`src/core/serial_port_map.vh`:
```
// Offsets, field positions, reset values and widths of the serial register ports
`ifndef SERIAL_PORT_MAP_VH
`define SERIAL_PORT_MAP_VH

// Access word layout
`define WORD_W          16
`define RW_BIT          0
`define ADDR_LSB        1
`define ADDR_MSB        5
`define DATA_LSB        6
`define DATA_MSB        15
`define ADDR_W          5
`define DATA_W          10
`define RW_WRITE        1'b0
`define RW_READ         1'b1

// Page select register and its fields
`define PAGE_SEL_ADDR   5'h01
`define PAGE_SEL_RESET  10'h000
`define MICRO_P0_BIT    0
`define MICRO_P1_BIT    1
`define BB_P0_BIT       2
`define BB_P1_BIT       3
`define PAGE_RESET      1'b0

// Register file reset value
`define REG_RESET       10'h000

// Timing serial port word
`define TIMING_W        7
`define UL_POWER_BIT    6
`define UL_CAL_BIT      5
`define UL_TX_BIT       4
`define DL_POWER_BIT    3
`define DL_CAL_BIT      2
`define DL_RX_BIT       1
`define ADC_CONV_BIT    0
`define TIMING_RESET    7'h00

`endif

```
`src/core/serial_word_port.v`:
```
// Serial shift engine for one 16-bit register access port
module serial_word_port #(
    parameter WORD_W = 16,
    parameter CNT_W  = 4
) (
    // Clock and reset
    input  wire              clock_i,
    input  wire              rst_b_i,
    // Serial pins
    input  wire              frame_i,
    input  wire              shift_i,
    input  wire              din_i,
    output wire              dout_o,
    // Reply word to send in the next frame
    input  wire [WORD_W-1:0] reply_i,
    input  wire              reply_load_i,
    // Received word
    output reg  [WORD_W-1:0] word_o,
    output reg               word_valid_o
);

    reg [WORD_W-1:0] in_q;
    reg [WORD_W-1:0] out_q;
    reg [CNT_W-1:0]  cnt_q;

    wire last_bit = (cnt_q == {CNT_W{1'b1}});

    // Bit 0 travels first in both directions
    assign dout_o = out_q[0];

    always @(posedge clock_i or negedge rst_b_i) begin
        if (!rst_b_i) begin
            in_q         <= {WORD_W{1'b0}};
            out_q        <= {WORD_W{1'b0}};
            cnt_q        <= {CNT_W{1'b0}};
            word_o       <= {WORD_W{1'b0}};
            word_valid_o <= 1'b0;
        end else begin
            word_valid_o <= 1'b0;
            if (!frame_i) begin
                cnt_q <= {CNT_W{1'b0}};
            end else if (shift_i) begin
                in_q  <= {din_i, in_q[WORD_W-1:1]};
                cnt_q <= cnt_q + {{(CNT_W-1){1'b0}}, 1'b1};
                if (last_bit) begin
                    word_o       <= {din_i, in_q[WORD_W-1:1]};
                    word_valid_o <= 1'b1;
                end
            end
            if (reply_load_i) begin
                out_q <= reply_i;
            end else if (frame_i && shift_i) begin
                out_q <= {1'b0, out_q[WORD_W-1:1]};
            end
        end
    end

endmodule // serial_word_port

```
`src/core/serial_register_access_ports.v`:
```
// Register bank reached by the baseband and micro serial ports, plus the timing window port
`include "serial_port_map.vh"

// What this block does
// [RQ1] Access word with bit 0 low is taken as a register write.
// [RQ2] Access word with bit 0 high is taken as a register read.
// [RQ3] Bits 1 to 5 carry the register address, A0 at bit 1.
// [RQ4] On a write, bits 6 to 15 carry data D0 to D9 into the register.
// [RQ5] On a read, bits 6 to 15 of the request are ignored.
// [RQ6] Micro port reaches every internal register with the same word layout.
// [RQ7] Baseband port also reads and writes every internal register with 16-bit words.
// [RQ8] Radio burst words cross the baseband port as 16 bits, D0 at bit 0.
// [RQ9] Page select register sits at address 1 on both pages.
// [RQ10] Micro page bits choose page 0 or page 1 for later micro accesses.
// [RQ11] Baseband page bits choose its own page 0 or page 1 independently.
// [RQ12] Timing word bits 6, 5, 4 drive uplink power, calibration, transmit windows.
// [RQ13] Timing word bits 3, 2, 1 drive downlink power, calibration, receive windows.
// [RQ14] Timing word bit 0 opens the auxiliary conversion window.
// [RQ15] Page bits are write-only, reset to zero, page 0; upper bits do nothing.
module serial_register_access_ports #(
    parameter ADDR_W = 5,
    parameter DATA_W = 10,
    parameter WORD_W = 16,
    parameter TIM_W  = 7
) (
    // Clock and reset
    input  wire              clock_i,
    input  wire              rst_b_i,
    // Baseband serial port
    input  wire              bb_frame_i,
    input  wire              bb_shift_i,
    input  wire              bb_din_i,
    input  wire              bb_burst_i,
    output wire              bb_dout_o,
    // Radio burst words
    output reg  [WORD_W-1:0] tx_word_o,
    output reg               tx_valid_o,
    input  wire [WORD_W-1:0] rx_word_i,
    input  wire              rx_load_i,
    // Micro serial port
    input  wire              micro_frame_i,
    input  wire              micro_shift_i,
    input  wire              micro_din_i,
    output wire              micro_dout_o,
    // Timing serial port
    input  wire              tim_frame_i,
    input  wire              tim_shift_i,
    input  wire              tim_din_i,
    // Real-time windows
    output reg               uplink_power_window_o,
    output reg               uplink_cal_window_o,
    output reg               uplink_tx_window_o,
    output reg               downlink_power_window_o,
    output reg               downlink_cal_window_o,
    output reg               downlink_rx_window_o,
    output reg               adc_conversion_window_o,
    // Current address pages
    output reg               micro_page_o,
    output reg               bb_page_o
);

    localparam ENTRIES = 2 << ADDR_W;

    // Received words from both access ports
    wire [WORD_W-1:0] bb_word;
    wire              bb_valid;
    wire [WORD_W-1:0] mc_word;
    wire              mc_valid;

    // Field split of each access word
    wire              bb_rw    = bb_word[`RW_BIT];
    wire [ADDR_W-1:0] bb_addr  = bb_word[`ADDR_MSB:`ADDR_LSB];    // [RQ3]
    wire [DATA_W-1:0] bb_data  = bb_word[`DATA_MSB:`DATA_LSB];    // [RQ4]
    wire              mc_rw    = mc_word[`RW_BIT];
    wire [ADDR_W-1:0] mc_addr  = mc_word[`ADDR_MSB:`ADDR_LSB];    // [RQ3]
    wire [DATA_W-1:0] mc_data  = mc_word[`DATA_MSB:`DATA_LSB];    // [RQ4]

    // Register accesses; burst words never touch the registers
    wire bb_reg   = bb_valid & ~bb_burst_i;
    wire bb_wr    = bb_reg & (bb_rw == `RW_WRITE);                 // [RQ1] [RQ7]
    wire bb_rd    = bb_reg & (bb_rw == `RW_READ);                  // [RQ2] [RQ7]
    wire mc_wr    = mc_valid & (mc_rw == `RW_WRITE);               // [RQ1] [RQ6]
    wire mc_rd    = mc_valid & (mc_rw == `RW_READ);                // [RQ2] [RQ6]

    // Page select decode ignores the page in force
    wire bb_psel  = bb_wr & (bb_addr == `PAGE_SEL_ADDR);           // [RQ9]
    wire mc_psel  = mc_wr & (mc_addr == `PAGE_SEL_ADDR);           // [RQ9]

    // Storage for both pages, index is {page, address}
    reg  [DATA_W-1:0] regs_q [0:ENTRIES-1];

    wire [ADDR_W:0]   bb_idx = {bb_page_o, bb_addr};
    wire [ADDR_W:0]   mc_idx = {micro_page_o, mc_addr};

    genvar e;
    generate
        for (e = 0; e < ENTRIES; e = e + 1) begin : g_entry
            wire [31:0]     idx_full = e;
            wire [ADDR_W:0] idx      = idx_full[ADDR_W:0];
            wire bb_hit = bb_wr & (bb_idx == idx);
            wire mc_hit = mc_wr & (mc_idx == idx);
            always @(posedge clock_i or negedge rst_b_i) begin
                if (!rst_b_i) begin
                    regs_q[e] <= `REG_RESET;
                end else if (idx[ADDR_W-1:0] == `PAGE_SEL_ADDR) begin
                    // Page select bits are commands and hold no data
                    regs_q[e] <= `REG_RESET;                       // [RQ15]
                end else if (bb_hit) begin
                    // Baseband wins a same-cycle write to one register
                    regs_q[e] <= bb_data;                          // [RQ4] [RQ7]
                end else if (mc_hit) begin
                    regs_q[e] <= mc_data;                          // [RQ4] [RQ6]
                end
            end
        end
    endgenerate

    // Page selection; page 1 bit is honoured only with page 0 bit clear
    always @(posedge clock_i or negedge rst_b_i) begin
        if (!rst_b_i) begin
            micro_page_o <= `PAGE_RESET;                           // [RQ15]
            bb_page_o    <= `PAGE_RESET;                           // [RQ15]
        end else begin
            if (bb_psel) begin
                if (bb_data[`MICRO_P0_BIT]) begin
                    micro_page_o <= 1'b0;                          // [RQ10]
                end else if (bb_data[`MICRO_P1_BIT]) begin
                    micro_page_o <= 1'b1;                          // [RQ10]
                end
                if (bb_data[`BB_P0_BIT]) begin
                    bb_page_o <= 1'b0;                             // [RQ11]
                end else if (bb_data[`BB_P1_BIT]) begin
                    bb_page_o <= 1'b1;                             // [RQ11]
                end
            end else if (mc_psel) begin
                if (mc_data[`MICRO_P0_BIT]) begin
                    micro_page_o <= 1'b0;                          // [RQ10]
                end else if (mc_data[`MICRO_P1_BIT]) begin
                    micro_page_o <= 1'b1;                          // [RQ10]
                end
                if (mc_data[`BB_P0_BIT]) begin
                    bb_page_o <= 1'b0;                             // [RQ11]
                end else if (mc_data[`BB_P1_BIT]) begin
                    bb_page_o <= 1'b1;                             // [RQ11]
                end
            end
        end
    end

    // Read replies echo the address with bit 0 high; page select reads zero
    reg [DATA_W-1:0] bb_rdata;
    reg [DATA_W-1:0] mc_rdata;

    always @* begin
        bb_rdata = regs_q[bb_idx];                                 // [RQ5]
        mc_rdata = regs_q[mc_idx];                                 // [RQ5]
    end

    wire [WORD_W-1:0] bb_reply = bb_rd ? {bb_rdata, bb_addr, `RW_READ} : rx_word_i;
    wire              bb_load  = bb_rd | rx_load_i;                // [RQ8]
    wire [WORD_W-1:0] mc_reply = {mc_rdata, mc_addr, `RW_READ};

    serial_word_port #(
        .WORD_W (WORD_W),
        .CNT_W  (4)
    ) u_bb_port (
        .clock_i      (clock_i),
        .rst_b_i      (rst_b_i),
        .frame_i      (bb_frame_i),
        .shift_i      (bb_shift_i),
        .din_i        (bb_din_i),
        .dout_o       (bb_dout_o),
        .reply_i      (bb_reply),
        .reply_load_i (bb_load),
        .word_o       (bb_word),
        .word_valid_o (bb_valid)
    );

    serial_word_port #(
        .WORD_W (WORD_W),
        .CNT_W  (4)
    ) u_micro_port (
        .clock_i      (clock_i),
        .rst_b_i      (rst_b_i),
        .frame_i      (micro_frame_i),
        .shift_i      (micro_shift_i),
        .din_i        (micro_din_i),
        .dout_o       (micro_dout_o),
        .reply_i      (mc_reply),
        .reply_load_i (mc_rd),
        .word_o       (mc_word),
        .word_valid_o (mc_valid)
    );

    // Radio burst words received on the baseband port
    always @(posedge clock_i or negedge rst_b_i) begin
        if (!rst_b_i) begin
            tx_word_o  <= {WORD_W{1'b0}};
            tx_valid_o <= 1'b0;
        end else begin
            tx_valid_o <= bb_valid & bb_burst_i;                   // [RQ8]
            if (bb_valid && bb_burst_i) begin
                tx_word_o <= bb_word;                              // [RQ8]
            end
        end
    end

    // Timing serial port: 7-bit word, bit 6 first, applied after the last bit
    reg [TIM_W-1:0] tim_sh_q;
    reg [2:0]       tim_cnt_q;

    wire            tim_last = (tim_cnt_q == (TIM_W - 1));
    wire [TIM_W-1:0] tim_word = {tim_sh_q[TIM_W-2:0], tim_din_i};

    always @(posedge clock_i or negedge rst_b_i) begin
        if (!rst_b_i) begin
            tim_sh_q                <= `TIMING_RESET;
            tim_cnt_q               <= 3'h0;
            uplink_power_window_o   <= 1'b0;
            uplink_cal_window_o     <= 1'b0;
            uplink_tx_window_o      <= 1'b0;
            downlink_power_window_o <= 1'b0;
            downlink_cal_window_o   <= 1'b0;
            downlink_rx_window_o    <= 1'b0;
            adc_conversion_window_o <= 1'b0;
        end else if (!tim_frame_i) begin
            tim_cnt_q <= 3'h0;
        end else if (tim_shift_i) begin
            tim_sh_q <= tim_word;
            if (tim_last) begin
                tim_cnt_q               <= 3'h0;
                uplink_power_window_o   <= tim_word[`UL_POWER_BIT];   // [RQ12]
                uplink_cal_window_o     <= tim_word[`UL_CAL_BIT];     // [RQ12]
                uplink_tx_window_o      <= tim_word[`UL_TX_BIT];      // [RQ12]
                downlink_power_window_o <= tim_word[`DL_POWER_BIT];   // [RQ13]
                downlink_cal_window_o   <= tim_word[`DL_CAL_BIT];     // [RQ13]
                downlink_rx_window_o    <= tim_word[`DL_RX_BIT];      // [RQ13]
                adc_conversion_window_o <= tim_word[`ADC_CONV_BIT];   // [RQ14]
            end else begin
                tim_cnt_q <= tim_cnt_q + 3'h1;
            end
        end
    end

endmodule // serial_register_access_ports

```
`config.mk`:
```
export PLATFORM = sky130hd
export DESIGN_NAME = serial_register_access_ports
export DESIGN_NICKNAME = d
export VERILOG_FILES = /design/src/core/serial_word_port.v /design/src/core/serial_register_access_ports.v
export VERILOG_INCLUDE_DIRS = /design/src /design/src/core
export SDC_FILE = /design/constraint.sdc
export NUM_CORES = 2
export LEC_CHECK = 0
export ABC_AREA = 1
export BUFFER_PORTS_ARGS = -buffer_cell sky130_fd_sc_hd__buf_2
export CAP_MARGIN = 30
export CELL_PAD_IN_SITES_DETAIL_PLACEMENT = 1
export CELL_PAD_IN_SITES_GLOBAL_PLACEMENT = 1
export CORE_MARGIN = 2
export CORE_UTILIZATION = 48
export CTS_CLUSTER_DIAMETER = 200
export DETAILED_ROUTE_END_ITERATION = 8
export GPL_ROUTABILITY_DRIVEN = 0
export HOLD_SLACK_MARGIN = 0.02
export PLACE_DENSITY_LB_ADDON = 0.1
export SYNTH_ARGS = -nofsm -noshare
export SYNTH_HDL_FRONTEND = slang
export SYNTH_SLANG_ARGS = --single-unit
```
`constraint.sdc`:
```
create_clock -name clock_i -period 2.5 [get_ports clock_i]
set_input_delay 0 -clock clock_i [delete_from_list [all_inputs] [get_ports clock_i]]
set_output_delay 0 -clock clock_i [all_outputs]
set_load 0.005 [all_outputs]
```
Word level (Yosys, flattened, before mapping). Cells that the tools add are included.

Register bits after elaboration: 761. Input port bits: 29. Output and inout port bits: 28. Logic and storage cells: 600.

$add $sub $neg: 3. $lt $le $gt $ge: 2. Equality and inequality tests: 132. Mux-type cells: 160. Bitwise logic cells: 138. Reduce and logical (&&, ||, !) cells: 80.

Operators with widths (number): $mux 10 (128); $eq 6x6->1 const B (62); $eq 6x5->1 const B (32); $and 1x1->1 (132); $reduce_bool 2->1 (65); $bmux 10 s6 (2); $eq 6x4->1 const B (16); $mux 16 (5); $eq 6x3->1 const B (8); $eq 6x2->1 const B (4); $mux 1 (18); $mux 4 (4); $reduce_and 3->1 (5); $ge 7x7->1 const B (2); $not 6->7 (2); $logic_not 6->1 (2); $eq 5x1->1 const B (2); $mux 3 (3); $add 4x1->4 const B (2); $eq 4x4->1 const B (2); $ne 2x1->1 const B (3); $ne 3x1->1 const B (2); $reduce_and 2->1 (3); $reduce_bool 3->1 (2); other kinds (5) (9).

Logic depth before layout (Yosys ltp).
Word-level depth: 6. Mapped depth: 16. Gate-level depth less buffers: 13.

Hierarchy. A second synthesis with hierarchy kept.

Cell total of the unflattened synthesis: 6315. Area total of the unflattened synthesis: 45431.1 um^2.

By module, submodules not included: serial_register_access_ports (times used 1, cells each 5837, area an instance 41116.9 um^2, seq. area each 16390.7 um^2); serial_word_port (times used 2, cells each 239, area an instance 2157.1 um^2, seq. area each 1301.2 um^2).

Worst setup path after synthesis. Ideal clock, no wire load.

Kind: flip-flop to flip-flop. Start point: reg u_micro_port.word_o[1]. End point: reg regs_q[150] (netlist name). Library setup time: 152 ps. Data arrival time: 1620 ps. Data required time: 2348 ps. Setup slack: 728 ps. Cell stages (with the launch flop): 8. Path buffers: 3. Clock period less this slack: 1772 ps. Cells stage by stage: dfrtp_1 buf_2 nor2_4 buf_2 nand2_1 buf_2 o21ai_1 o221ai_1.

Longest elaborated chain between the ends: 3.

Ends and longest elaborated chain: from (decl) (RTL line serial_word_port.v:18) `output reg [WORD_W-1:0] word_o,`; from (signal assigned) (RTL line serial_word_port.v:36) `word_o <= {WORD_W{1'b0}};`; from (signal assigned) (RTL line serial_word_port.v:46) `word_o <= {din_i, in_q[WORD_W-1:1]};`; $eq 6x6->1 (RTL line serial_register_access_ports.v:101) `wire mc_hit = mc_wr & (mc_idx == idx);`; $and 1x1->1 (RTL line serial_register_access_ports.v:101); $reduce_bool 2->1 (no line); to (signal, indexed assignment) (RTL line serial_register_access_ports.v:104) `` regs_q[e] <= `REG_RESET; ``; to (signal, indexed assignment) (RTL line serial_register_access_ports.v:107) `` regs_q[e] <= `REG_RESET; ``; to (signal, indexed assignment) (RTL line serial_register_access_ports.v:110) `regs_q[e] <= bb_data;`; to (decl) (RTL line serial_register_access_ports.v:90) `reg [DATA_W-1:0] regs_q [0:ENTRIES-1];`.

Every way passes these cells. A chain may end at the register's enable or synchronous reset.

Final worst setup path.
Start point: reg u_bb_port.word_o[1]. End point: reg u_bb_port.out_q[6].

Longest elaborated chain between the ends: 6.

Ends and longest elaborated chain: from (decl) (RTL line serial_word_port.v:18); from (signal assigned) (RTL line serial_word_port.v:36); from (signal assigned) (RTL line serial_word_port.v:46); $not 6->7 (not written as such) (RTL line serial_register_access_ports.v:155) `bb_rdata = regs_q[bb_idx];`; $bmux 10 s6 (RTL line serial_register_access_ports.v:155); $mux 10 (not written as such) (2 in a row) (RTL line serial_register_access_ports.v:155); $mux 16 (RTL line serial_register_access_ports.v:159) `` wire [WORD_W-1:0] bb_reply = bb_rd ? {bb_rdata, bb_addr, `RW_READ} : rx_word_i; ``; $mux 16 (RTL line serial_word_port.v:50) `if (reply_load_i) begin`; to (signal assigned) (RTL line serial_word_port.v:34) `out_q <= {WORD_W{1'b0}};`; to (signal assigned) (RTL line serial_word_port.v:51) `out_q <= reply_i;`; to (signal assigned) (RTL line serial_word_port.v:53) `out_q <= {1'b0, out_q[WORD_W-1:1]};`; to (decl) (RTL line serial_word_port.v:23) `reg [WORD_W-1:0] out_q;`.

Every way passes these cells. The select of a mux whose other input is x is not followed.

==> results by group <==
Critical path
  – Worst stage delay on the critical path: 0.53 ns
  – Crit Path Class: reg -> reg
  – Worst reg-to-reg setup slack: -0.15 ns
  – Critical Path, Cell by Cell: buf_12 -> nor2_4 -> buf_12 -> a22oi_1 -> nand2_1 -> nand2_1 -> nand2_1 -> o21ai_0 -> buf_4 -> nand3_1 -> nand2_1 -> a21oi_1
  – CP arrival: 3.24 ns
  – CP max stage cell: dfrtp_4
  – CP endpoint kind: flip-flop
  – Critical Path RT: 3.09 ns
  – Worst setup SP type: flip-flop
  – CP most frequent cell: nand2_1
  – Buf/Inv on CP: 3
  – Critical path peak fanout: 32
  – Crit-path leading delay family: simple AND/OR/NAND/NOR gates

GRT
  – Largest net degree at the start of global routing: 87
  – Total GRT Usage: 49.2%
  – Grt ovf: 0
  – Vias in the first global route: 54,205
  – First-pass GRT wire length: 357,000 um
  – Initial antenna violation count: 12

Clocking
  – H-tree depth: 3
  – CTS max path bufs: 3
  – CTS Root Cell: clkbuf_16
  – Worst-path clk slew: 0.06 ns
  – Clock Latency Late Sink: 0.73 ns
  – Total CTS buffers: 90
  – CTS tree: built
  – # clock sinks: 759

Timing
  – Worst setup margin: -0.151 ns
  – Worst slew margin: 30.7%
  – RSZ-0062 raised after global routing: yes
  – Fmax: 377 MHz
  – Worst Tran Pin Value: 1.04 ns
  – Slew Limit Fails: 0
  – Tcrit/Tclk final: 106%
  – Final setup vio count: 53
  – Fin. Hold Viols: 0
  – Setup Skew: 0.0302 ns
  – Final worst path period need: 2.65 ns

Die
  – Die Y: 311 um
  – Die width: 311 um
  – Initial Util: 48.4%
  – Total die area: 96,400 sq um
  – Core ar.: 93,200 sq um
  – # IOs: 57
  – Num rows: 112

Logic synthesis
  – Yosys warnings: 0
  – Yosys cell types: 39
  – Post-synthesis cell area: 45,100 sq um
  – Mapped Cells: 6,253
  – Sequential-to-total area share from yosys stat: 42.1%
  – Seq cells post-synth: 759
  – Syn_nets: 6,284
  – Mean Syn Cell Area: 7.21 sq um

Drt
  – DRT iter0 DRCs: 8,573
  – Vias: 54,003
  – Post-DR vias/cell: 6.89
  – WL final: 247,000 um
  – Drt first pass iters: 9
  – Number of nets with antenna violations after routing: 0
  – Drc violations: 0
  – Routed len/inst: 31.5 um

Final layout
  – Area of the multi-input gates: 22,500 sq um
  – Fillers: 11,588
  – Commonest cells after routing, fill and taps aside: nand2_1, dfrtp_1, nand3_1, inv_1, buf_4
  – Post-route cell area: 54,800 sq um
  – Fraction of layout cells with a size suffix above 1: 14.9%
  – Commonest non-fill, non-tap cell in the layout: nand2_1
  – FF+latch area: 19,000 sq um
  – Synth-to-Final Area Change: 21.4%
  – Fin cells: 7,840
  – Nets: 6,535

Placement
  – DP HPWL: 159,000 um
  – Port buffer count: 56
  – Post-placement cell count: 7,583
  – DP Area: 50,100 sq um

Run status
  – Outcome: finished with violations
  – Failing checks: negative setup slack

Run
  – Max Cap Violations: 0

Pwr
  – PwrDens: 563 nW/um^2
  – Max VDD drop: 0.000543 V
  – LEAKAGE: 24.3 nW

Min path
  – HP Class: in -> reg
==> Yosys cell counts <==
master / instances / share of area (%)
nor2_1: 438 / 3.6
nor3_1: 3 / 0.033
nand2_2: 4 / 0.055
nand4_1: 23 / 0.32
o31ai_1: 5 / 0.083
dfrtp_1: 759 / 42
o21a_1: 2 / 0.033
inv_2: 37 / 0.31
mux2_2: 7 / 0.17
a31oi_1: 1 / 0.014
o21bai_1: 14 / 0.23
nand3_1: 746 / 8.3
nand2_1: 1856 / 15
o21ai_2: 13 / 0.25
o221ai_1: 355 / 6.9
clkbuf_1: 316 / 2.6
a22oi_1: 48 / 0.80
inv_1: 514 / 4.3
a32oi_1: 1 / 0.019
nor3_2: 1 / 0.022
o22ai_1: 120 / 1.7
o2111ai_1: 1 / 0.019
ha_1: 2 / 0.055
nor2_4: 13 / 0.32
o31ai_2: 3 / 0.083
o211ai_1: 273 / 4.5
a31oi_2: 2 / 0.055
a21oi_1: 98 / 1.1
o31ai_4: 1 / 0.047
nor4_1: 2 / 0.028
nor2_2: 15 / 0.21
o21ai_0: 376 / 4.2
buf_2: 96 / 1.1
buf_1: 81 / 0.67
clkinv_1: 10 / 0.083
buf_6: 2 / 0.050
a41oi_1: 1 / 0.019
buf_4: 4 / 0.067
o21ai_1: 10 / 0.11
==> registers in the layout, indices dropped and copies added (netlist names), 3 cells and up <==
register and flops:
regs_q 620, tx_word_o 16, u_bb_port.out_q 16, u_bb_port.word_o 16
u_micro_port.out_q 16, u_micro_port.word_o 16, u_bb_port.in_q 15, u_micro_port.in_q 15
tim_sh_q 6, u_bb_port.cnt_q 4, u_micro_port.cnt_q 4, tim_cnt_q 3
==> cell families (layout without fill, tap and decap cells) <==
logic type / count (synthesis) / in the layout / share of synthesized area (%)
simple gates: 3101 / 3101 / 28.4
buf+inv: 1060 / 1385 / 9.16
compound gates: 1324 / 1324 / 20.1
mux: 7 / 7 / 0.175
flops: 759 / 759 / 42.1
other cells: 0 / 8 / 0
fa+ha+maj: 2 / 2 / 0.0555
==> final timing paths <==
kind                                           start                 endpoint  cells after the start
max in group asynchronous                    rst_b_i              regs_q[383]                      3
worst max register to register   u_bb_port.word_o[1]       u_bb_port.out_q[6]                     12
worst max-delay path             u_bb_port.word_o[1]       u_bb_port.out_q[6]                     12
worst min register to register  u_micro_port.in_q[7]   u_micro_port.word_o[6]                      2
min in group asynchronous                    rst_b_i             tim_cnt_q[1]                      3
worst min-delay path                       tim_din_i  adc_conversion_window_o                      3
==> timing repair <==
action | in CTS | in global routing
resized for setup | 31 | 153
hold buffers | 46 | 0
cloned | 1 | 14
setup endpoints to repair | 166 | 395
hold endpoints to repair | 705 | 0
pin swaps | 1 | 10
buffers inserted | 6 | 17
==> through the flow <==
step	hold WS (ns)	utilization, %	setup TNS [ns]	total power [mW]	setup WS [ns]
after CTS	0.0230	57.9	0	30.4	0.0122
after global routing	0.0807	58.8	-1.56	31.3	-0.0966
after global placement	0.0157	53.8	-7.33	15.9	-0.274
after detailed placement	0.0229	53.8	-12.10	15.9	-0.237
after floorplan	-0.296	-	0	14.0	0.728
final	0.0746	58.8	-2.32	30.8	-0.151
==> layout make-up <==
class                      count  area share, %
tap                         1254           2.86
timing repair buffer         649           11.4
timing repair inverter         9          0.119
clock inverter                35          0.989
clock buffer                 131           4.81
multi-input combinational   4434           41.0
inverter                     561           3.96
sequential                   759           34.8
antenna                        8         0.0366
==> tightest hold or removal path, stage by stage <==
cell           delay [ns]
dlygate4sd3_1        0.52
buf_2                0.11
mux2_2               0.14
==> routing by layer <==
layer | wire (um) | global-route usage, % | vias to the layer above
li1 | - | - | 21754
met1 | 87100 | 60.5 | 26506
met2 | 102000 | 70.6 | 4368
met3 | 33200 | 16.3 | 1363
met4 | 23900 | 39.3 | 12
met5 | 146 | 0.0494 | -
==> where the power goes <==
part	switching (mW)	total [mW]	leakage, nW	internal [mW]
Combinational	2.49	3.37	12.8	0.882
Clock	5.99	14.6	1.58	8.66
Sequential	0.304	12.8	10.0	12.5
Total	8.78	30.8	24.3	22.1
(Power assumes the default switching activity.)
